File: src/ssw_map.svh
// Timing constants for the supply supervisor and watchdog
`ifndef SSW_MAP_SVH
`define SSW_MAP_SVH
`define SSW_CLK_MHZ 100
// Times in their own units
`define SSW_HOLD_MS 200
`define SSW_HOLD_MIN_MS 130
`define SSW_HOLD_MAX_MS 270
`define SSW_WDOG_MS 1600
`define SSW_PROG_MS 10
`define SSW_GLITCH_NS 100
`define SSW_TRIP_US 5
// Derived cycle counts
`define SSW_HOLD_CYC (`SSW_HOLD_MS * 1000 * `SSW_CLK_MHZ)
`define SSW_WDOG_CYC (`SSW_WDOG_MS * 1000 * `SSW_CLK_MHZ)
`define SSW_PROG_CYC (`SSW_PROG_MS * 1000 * `SSW_CLK_MHZ)
`define SSW_GLITCH_CYC ((`SSW_GLITCH_NS * `SSW_CLK_MHZ + 999) / 1000)
`define SSW_TRIP_CYC (`SSW_TRIP_US * `SSW_CLK_MHZ)
`endif

File: src/ssw_pkg.sv
// Types for the supply supervisor and watchdog
`default_nettype none
package ssw_pkg;
	typedef logic [31:0] ssw_cnt_t;
	typedef enum logic [1:0] {
		SSW_TRIP = 2'b00,
		SSW_HOLD = 2'b01,
		SSW_RUN = 2'b10
	} ssw_mode_e;
	typedef struct packed {
		logic [1:0] trip_sync;
		logic [1:0] wdi_sync;
		logic [1:0] rsth_sync;
		logic [1:0] rstl_sync;
		logic [1:0] wlock_sync;
		logic wdi_last;
		logic rsth_last;
		logic rstl_last;
		logic [3:0] rsth_flt;
		logic [3:0] rstl_flt;
		ssw_mode_e mode;
		ssw_cnt_t hold_cnt;
		ssw_cnt_t wdog_cnt;
		ssw_cnt_t prog_cnt;
		logic prog_busy;
	} ssw_state_s;
	typedef struct packed {
		logic rst_hi_oe_n;
		logic rst_lo_oe_n;
		logic bus_enable;
		logic write_allow;
	} ssw_out_s;
endpackage
`default_nettype wire

File: src/ssw_top.sv
// Supply supervisor, reset conditioner, watchdog and write gate
// Function
// - Watchdog timeout when kick input has no edge for 1.6 s.
// - Hold resets during supply trip, then for about 200 ms after.
// - After hold, stop driving both open-drain reset outputs.
// - Supply trip asserts both reset outputs at once.
// - Reset asserts within 5 us of the trip indication.
// - Rising edge on active-high reset pin restarts the hold.
// - Falling edge on active-low reset pin restarts the hold.
// - External reset level makes device enter and drive reset itself.
// - Pulses on reset pins up to 100 ns are ignored.
// - Programming cycle starts at write stop, ends within 10 ms.
// - During programming the bus interface is disabled.
// - Write-lock high refuses every programming attempt.
// - Write-lock low or floating permits writes.
// - Any kick input edge clears the watchdog counter.
// - Watchdog counter stays cleared while reset is asserted.
// - Watchdog timeout puts both resets into reset.
// - While reset is active, memory access is refused.
`include "ssw_map.svh"
`default_nettype none
module ssw_top #(
	parameter ssw_pkg::ssw_cnt_t HOLD_CYC = `SSW_HOLD_CYC,
	parameter ssw_pkg::ssw_cnt_t WDOG_CYC = `SSW_WDOG_CYC,
	parameter ssw_pkg::ssw_cnt_t PROG_CYC = `SSW_PROG_CYC
) (
	// Clock and reset
	input wire logic clk_sys,
	input wire logic arst_n,
	// Supply trip indication, high while supply below level
	input wire logic supply_trip,
	// Watchdog kick input
	input wire logic watchdog_kick_input,
	// Active-high reset pin
	input wire logic rst_hi_in,
	output logic rst_hi_out,
	output logic rst_hi_oe_n,
	// Active-low reset pin
	input wire logic rst_lo_in_n,
	output logic rst_lo_out_n,
	output logic rst_lo_oe_n,
	// Write-lock pin
	input wire logic write_lock,
	// Memory side
	input wire logic write_stop,
	output logic bus_enable,
	output logic write_allow,
	output logic prog_busy,
	output logic reset_active
);
	localparam logic [3:0] GLITCH_CYC = 4'(`SSW_GLITCH_CYC);
	ssw_pkg::ssw_state_s st_reg, st_next;
	ssw_pkg::ssw_out_s out_reg, out_next;
	logic trip, kick_edge, hi_req, lo_req, in_reset;
	logic hi_fl, lo_fl, wdog_to;

	// Derived terms from synchronised inputs
	always_comb begin
		trip = st_reg.trip_sync[1];
		kick_edge = st_reg.wdi_sync[1] ^ st_reg.wdi_last;
		// A level must outlast the reject width, not merely reach it
		hi_fl = st_reg.rsth_flt > GLITCH_CYC;
		lo_fl = st_reg.rstl_flt > GLITCH_CYC;
		hi_req = hi_fl & ~st_reg.rsth_last;
		lo_req = lo_fl & ~st_reg.rstl_last;
		in_reset = st_reg.mode != ssw_pkg::SSW_RUN;
		wdog_to = st_reg.wdog_cnt >= WDOG_CYC - 32'd1;
	end

	// Next state
	always_comb begin
		st_next = st_reg;
		st_next.trip_sync = {st_reg.trip_sync[0], supply_trip};
		st_next.wdi_sync = {st_reg.wdi_sync[0], watchdog_kick_input};
		// Our own drive reads back as a reset level, so the pins
		// are sensed only while released, starting from a clean sync
		if (out_reg.rst_hi_oe_n) begin
			st_next.rsth_sync = {st_reg.rsth_sync[0], rst_hi_in};
			st_next.rstl_sync = {st_reg.rstl_sync[0], ~rst_lo_in_n};
		end else begin
			st_next.rsth_sync = 2'h0;
			st_next.rstl_sync = 2'h0;
		end
		st_next.wlock_sync = {st_reg.wlock_sync[0], write_lock};
		st_next.wdi_last = st_reg.wdi_sync[1];
		// Glitch filters: level must persist past the reject width
		if (!st_reg.rsth_sync[1])
			st_next.rsth_flt = 4'h0;
		else if (!hi_fl)
			st_next.rsth_flt = st_reg.rsth_flt + 4'h1;
		if (!st_reg.rstl_sync[1])
			st_next.rstl_flt = 4'h0;
		else if (!lo_fl)
			st_next.rstl_flt = st_reg.rstl_flt + 4'h1;
		st_next.rsth_last = hi_fl;
		st_next.rstl_last = lo_fl;
		// Reset state machine
		unique case (st_reg.mode)
			ssw_pkg::SSW_TRIP: begin
				st_next.hold_cnt = 32'h0;
				if (!trip)
					st_next.mode = ssw_pkg::SSW_HOLD;
			end
			ssw_pkg::SSW_HOLD: begin
				if (hi_req | lo_req | hi_fl | lo_fl)
					st_next.hold_cnt = 32'h0;
				else if (st_reg.hold_cnt >= HOLD_CYC - 32'd1)
					st_next.mode = ssw_pkg::SSW_RUN;
				else
					st_next.hold_cnt = st_reg.hold_cnt + 32'h1;
			end
			ssw_pkg::SSW_RUN: begin
				if (hi_req | lo_req | wdog_to) begin
					st_next.mode = ssw_pkg::SSW_HOLD;
					st_next.hold_cnt = 32'h0;
				end
			end
			default: st_next.mode = ssw_pkg::SSW_TRIP;
		endcase
		if (trip) begin
			st_next.mode = ssw_pkg::SSW_TRIP;
			st_next.hold_cnt = 32'h0;
		end
		// Watchdog counter
		if (in_reset || kick_edge || st_next.mode != ssw_pkg::SSW_RUN)
			st_next.wdog_cnt = 32'h0;
		else
			st_next.wdog_cnt = st_reg.wdog_cnt + 32'h1;
		// Programming cycle timer
		if (st_reg.prog_busy) begin
			if (st_reg.prog_cnt >= PROG_CYC - 32'd1) begin
				st_next.prog_busy = 1'b0;
				st_next.prog_cnt = 32'h0;
			end else
				st_next.prog_cnt = st_reg.prog_cnt + 32'h1;
		end else if (write_stop && !in_reset && !st_reg.wlock_sync[1]) begin
			st_next.prog_busy = 1'b1;
			st_next.prog_cnt = 32'h0;
		end
	end

	// Output decode, one reset state drives both pins
	always_comb begin
		out_next.rst_hi_oe_n = st_next.mode == ssw_pkg::SSW_RUN;
		out_next.rst_lo_oe_n = st_next.mode == ssw_pkg::SSW_RUN;
		out_next.bus_enable = st_next.mode == ssw_pkg::SSW_RUN
			&& !st_next.prog_busy;
		out_next.write_allow = out_next.bus_enable
			&& !st_next.wlock_sync[1];
	end

	// State registers
	always_ff @(posedge clk_sys or negedge arst_n) begin
		if (!arst_n) begin
			st_reg <= '{trip_sync: 2'h3, mode: ssw_pkg::SSW_TRIP,
				default: '0};
			out_reg <= '{rst_hi_oe_n: 1'b0, rst_lo_oe_n: 1'b0,
				default: '0};
		end else begin
			st_reg <= st_next;
			out_reg <= out_next;
		end
	end

	assign rst_hi_oe_n = out_reg.rst_hi_oe_n;
	assign rst_lo_oe_n = out_reg.rst_lo_oe_n;
	assign rst_hi_out = 1'b1; // Active high level when driven
	assign rst_lo_out_n = 1'b0; // Active low level when driven
	assign bus_enable = out_reg.bus_enable;
	assign write_allow = out_reg.write_allow;
	assign prog_busy = st_reg.prog_busy;
	assign reset_active = ~out_reg.rst_hi_oe_n;

	// Checks
	a_trip_asserts: assert property (
		@(posedge clk_sys) disable iff (!arst_n)
		supply_trip |-> ##[1:4] !rst_hi_oe_n)
		else $error("reset not asserted after trip");
	a_pins_pair: assert property (
		@(posedge clk_sys) disable iff (!arst_n)
		rst_hi_oe_n == rst_lo_oe_n)
		else $error("reset pins disagree");
	a_reset_no_bus: assert property (
		@(posedge clk_sys) disable iff (!arst_n)
		!rst_hi_oe_n |-> !bus_enable)
		else $error("bus enabled during reset");
	a_prog_no_bus: assert property (
		@(posedge clk_sys) disable iff (!arst_n)
		prog_busy |-> !bus_enable)
		else $error("bus enabled while programming");
	a_lock_no_write: assert property (
		@(posedge clk_sys) disable iff (!arst_n)
		st_reg.wlock_sync[1] |-> !write_allow)
		else $error("write allowed while locked");
	a_wdog_cleared: assert property (
		@(posedge clk_sys) disable iff (!arst_n)
		in_reset |=> st_reg.wdog_cnt == 32'h0)
		else $error("watchdog counted in reset");
	a_kick_clears: assert property (
		@(posedge clk_sys) disable iff (!arst_n)
		kick_edge |=> st_reg.wdog_cnt == 32'h0)
		else $error("kick did not clear watchdog");
	a_wdog_resets: assert property (
		@(posedge clk_sys) disable iff (!arst_n)
		(wdog_to && !in_reset) |=> !rst_hi_oe_n)
		else $error("timeout gave no reset");
	a_glitch_ignored: assert property (
		@(posedge clk_sys) disable iff (!arst_n)
		!st_reg.rsth_sync[1] |=> !hi_fl)
		else $error("short pulse accepted");
	a_glitch_width: assert property (
		@(posedge clk_sys) disable iff (!arst_n)
		$rose(hi_fl) |-> $past(st_reg.rsth_sync[1], 11))
		else $error("reset pulse accepted too soon");
	a_prog_bounded: assert property (
		@(posedge clk_sys) disable iff (!arst_n)
		st_reg.prog_cnt <= PROG_CYC)
		else $error("programming overran");
	a_release_hold: assert property (
		@(posedge clk_sys) disable iff (!arst_n)
		$rose(rst_hi_oe_n) |-> $past(st_reg.hold_cnt) >= HOLD_CYC - 32'h1)
		else $error("reset released before full hold");
	// Main scenarios reached
	c_release: cover property (@(posedge clk_sys) $rose(rst_hi_oe_n));
	c_trip: cover property (@(posedge clk_sys) trip && $fell(rst_hi_oe_n));
	c_wdog_fire: cover property (@(posedge clk_sys) wdog_to && !in_reset);
	c_manual: cover property (@(posedge clk_sys) hi_req || lo_req);
	c_prog: cover property (@(posedge clk_sys) $fell(prog_busy));
endmodule
`default_nettype wire

File: config.mk
export PLATFORM = sky130hd
export DESIGN_NAME = ssw_top
export DESIGN_NICKNAME = d
export VERILOG_FILES = /design/src/ssw_pkg.sv /design/src/ssw_top.sv
export VERILOG_INCLUDE_DIRS = /design/src
export SDC_FILE = /design/constraint.sdc
export NUM_CORES = 1
export LEC_CHECK = 0
export ABC_AREA = 1
export BUFFER_PORTS_ARGS = -buffer_cell sky130_fd_sc_hd__buf_2
export CAP_MARGIN = 20
export CORE_ASPECT_RATIO = 1.2
export CORE_MARGIN = 3
export CORE_UTILIZATION = 40
export DETAILED_ROUTE_END_ITERATION = 7
export SLEW_MARGIN = 20
export SYNTH_ARGS = -nofsm -noshare
export SYNTH_HDL_FRONTEND = slang
export SYNTH_SLANG_ARGS = --single-unit
File: constraint.sdc
create_clock -name clk_sys -period 2.4 [get_ports clk_sys]
set_input_delay 0.48 -clock clk_sys [delete_from_list [all_inputs] [get_ports clk_sys]]
set_output_delay 0.48 -clock clk_sys [all_outputs]
set_load 0.1 [all_outputs]
Word level (Yosys, flattened, before mapping)
Index checks and enable logic that the tools add are counted.
- word-level logic and storage cells: 80
- input bits: 8
- bits in registers: 123
- output and inout port bits: 8
- magnitude comparators: 5
- reduce and logical (&&, ||, !) cells: 14
- equal/unequal tests: 9
- bitwise operators: 11
- add/subtract/negate cells: 5
- mux-type cells: 18
- operators with widths (cell ; number):
    $mux W32 ; 4
    $add A32 B1 Y32 const B ; 3
    $pmux W32 S3 ; 1
    $mux W34 ; 2
    $mux W33 ; 2
    $ge A32 B20 Y1 const B ; 1
    $ge A32 B25 Y1 const B ; 1
    $ge A32 B28 Y1 const B ; 1
    $mux W4 ; 5
    $add A4 B1 Y4 const B ; 2
    $gt A4 B4 Y1 const B ; 2
    $ne A2 B2 Y1 const B ; 4
    $pmux W2 S3 ; 1
    $eq A2 B2 Y1 const B ; 2
    $logic_and A1 B1 Y1 ; 4
    $logic_not A1 Y1 ; 4
    $mux W2 ; 2
    $ne A4 B4 Y1 const B ; 1
    $not A1 Y1 ; 4
    $or A1 B1 Y1 ; 4
    $reduce_bool A4 Y1 ; 1
    $ne A3 B3 Y1 const B ; 1
    $reduce_and A3 Y1 ; 1
    $and A1 B1 Y1 ; 2
    other kinds (6) ; 7

Longest topological paths before layout
- depth in word-level cells: 11
- depth in mapped cells: 15
- depth with buffers taken out: 14

Least setup slack after synthesis
OpenSTA, ideal clock, no wires.
- path kind: reg2out
- start: reg, netlist name rst_lo_oe_n
- end: out reset_active
- slack: 0.268 ns
- arrival: 1.652 ns
- cell stages (with the launch flop): 2
- cell sequence: dfrtp_1 > inv_1
- RTL lines (what ; RTL line ; text):
    to (decl) ; ssw_top.sv:49 ; output logic reset_active

==> impl_metrics.yaml <==
detailed_routing:
  post_drt_via_cell_ratio: 4.788
  drt_wl_total_um: 14070
  first_iter_violations: 346
  routedWlPerCell_um: 12.79
  postRouteAntennaNets: 0
  highest-signal-layer: "met4"
  route.met2.wl_um: 6739
  m1WireLength_um: 6723
  first_pass_iters: 4
  wl_met3_um: 364
  drc: 0
  vias: 5267
clocking:
  ctsHoldBuffers: 0
  clk_latency_ns: 0.42
  h-tree-depth: 4
  cts_buffer_depth: 2
  cts.sinks: 123
  clk_pin_slew_ns: 0.05
  cts_tree: "done"
  cts_made_buffers: 17
  root_buffer: "clkbuf_16"
worst_setup_path:
  critPathLaunchType: "flip-flop"
  worstSetupPathType: "reg -> reg"
  crit_top_cell: "nand2_1"
  cp_cell_sequence: "inv_1, ha_1, o21ai_0, nand2_1, nand2_1, inv_2, nand2_1, nand2_1, nand2_1, nand2_2, nand3_4, clkbuf_16, nor2_4"
  r2r-end: "st_reg[51]"
  r2r-start: "st_reg[103]"
  critPathMaxFanout: 15
  ff2ff_path_depth: 13
  required_ns: 2.70
  worstPathArrival_ns: 2.48
  cpPeakStageDelay_ns: 0.38
  crit_slowest_cell: "dfrtp_1"
  rrSetupSlack_ns: 0.22
  end_kind: "flip-flop"
synth:
  seq_area_frac_synth: 0.4535
  ys_top_cells_by_area: "dfrtp_1 (45%), nand2_1 (9.7%), inv_1 (5.9%)"
  ys_seq_elements: 123
  yosysWarnings: 0
  post-synth-top-area-cell: "dfrtp_1"
  synth_top_area_share: 0.4458
  synthCells: 845
  synth.distinct_cells: 39
  synth_area_per_cell_um2: 8.039
  syn_area_um2: 6793
layout:
  final_common_cell: "nand2_1"
  area_growth_pct: 14.29
  final-instance-count-excl-fill: 1100
  final_core_util: 0.4716
  postLayoutCellArea_um2: 7764
  layout.nets: 897
  drive_gt1_frac: 0.1194
  most-common-layout-cells: "nand2_1 (175), dfrtp_1 (121), inv_1 (106)"
  largest_register_ff_count: 115
  n_antenna_cell: 0
sta:
  hold_violations: 0
  fin_ws_ns: 0.2233
  skew_ns: 0.008957
  fin_tns_setup_ns: 0
  fmax_mhz: 459.4
  rsz0062_at_grt: "no"
  period_needed_ns: 2.177
  relSlewSlack: 0.6594
  drv_slew: 0
  setup_viol: 0
  finalCritPeriodShare: 0.9070
  worst_slew_pin_slew_ns: 0.5109
  finalHoldWorstSlack_ns: 0.009295
die:
  die-area_um2: 18590
  core_um2: 16460
  top_level_ports: 16
  die_h_um: 148.8
  die_w_um: 125.0
  start_util: 0.4126
  rows: 51
hold_path:
  min_path_type: "in -> async"
grt:
  antenna_found_initial: 0
  grt_pass1_wl_um: 24600
  overflow: 0
  grtUsageTotal: 0.1629
  grt_max_degree: 56
  grt_pass1_vias: 5172
placed_design:
  place_ws_ns: 0.1555
  place.port_buffers: 13
  place_area_um2: 7181
  hpwl_um: 10170
  place_inst: 1070
  gp_congestion: 0.8894
run_status:
  outcome: "finished clean"
pwr:
  power.leakage_nw: 3.556
  peakVddDrop_v: 0.0004652
  p_total_mw: 4.658
  powerDensity_nw_per_um2: 600.0
flow_run:
  maxCapViolCount: 0
[routing by layer]
metal	vias to the layer above	track usage
li1	2755	-
met1	2440	0.2086
met2	51	0.2713
met3	21	0.03797
met4	0	0.05911
met5	-	0
[area by class of cell]
type | instances | area, µm²
Fill cell | 1669 | 8700
Multi-Input combinational cell | 589 | 3163
Sequential cell | 123 | 3080
Clock buffer | 23 | 478.0
Inverter | 111 | 416.7
Timing Repair Buffer | 36 | 294.0
Tap cell | 212 | 265.3
Clock inverter | 6 | 66.31
[worst max-delay path, delay by kind of cell, from the launching register on]
| kind | cells | cell delay [ns] |
|---|---|---|
| DFF | 1 | 0.38 |
| buffers and inverters | 3 | 0.47 |
| adders and majority gates | 1 | 0.18 |
| AOI/OAI and AO/OA | 1 | 0.21 |
| and+or+nand+nor | 8 | 0.81 |
[worst max-delay path by stage]
stage,from,end,slack (ns),cells past startpoint
6_report,st_reg[103],st_reg[51],0.22,13
5_1_grt,st_reg[99],st_reg[50],0.03,13
4_1_cts,st_reg[103],st_reg[70],0.12,9
3_5_place_dp,st_reg[103],st_reg[70],0.16,9
3_3_place_gp,st_reg[103],st_reg[70],0.17,9
2_1_floorplan,rst_lo_oe_n,reset_active,0.27,1
[logic make-up after synthesis]
family          count (synthesis)  share of synthesized area
compound gates                 69                    0.05397
xor+xnor                       50                    0.06447
fa+ha+maj                      11                    0.02026
buf+inv                       137                    0.08399
flops                         123                     0.4535
other cells                     2                   0.001106
simple gates                  453                     0.3227
[synth_stat cells]
cell / instances
nor2_8: 1
buf_1: 1
o211ai_1: 1
dfstp_2: 2
nand4_1: 30
nor2_2: 1
conb_1: 2
and3_1: 2
xor2_1: 39
buf_4: 4
nand3_1: 56
nand3b_2: 1
o21ai_0: 40
nor2_1: 99
or2_2: 1
buf_12: 2
o21a_1: 3
nor4_1: 6
xnor2_1: 11
nand2_1: 175
nand3_2: 1
a21oi_1: 9
nor3b_1: 1
o22ai_1: 6
o21ai_1: 9
nand2_4: 1
ha_1: 11
nor3_2: 2
clkbuf_1: 12
nand3_4: 2
inv_1: 106
nor3_1: 44
buf_2: 7
dfrtp_1: 121
a22o_1: 1
nand2_2: 5
nand3b_1: 4
inv_2: 5
nor2_4: 21
[report_power, final]
group          leakage, nW  switching (mW)  internal [mW]  total [mW]
Sequential            1.59         0.00905           2.09        2.10
Clock                0.257           0.868           1.48        2.35
Combinational         1.71           0.155         0.0511       0.206
Total                 3.56            1.03           3.63        4.66
[what timing repair did]
action / in CTS / in global routing
gates resized for setup: 0 / 2
hold endpoints to repair: 0 / 0
setup buffers: 0 / 0
endpoints found under the setup margin: 0 / 9
No activity file was read; power rests on OpenSTA's default activity.
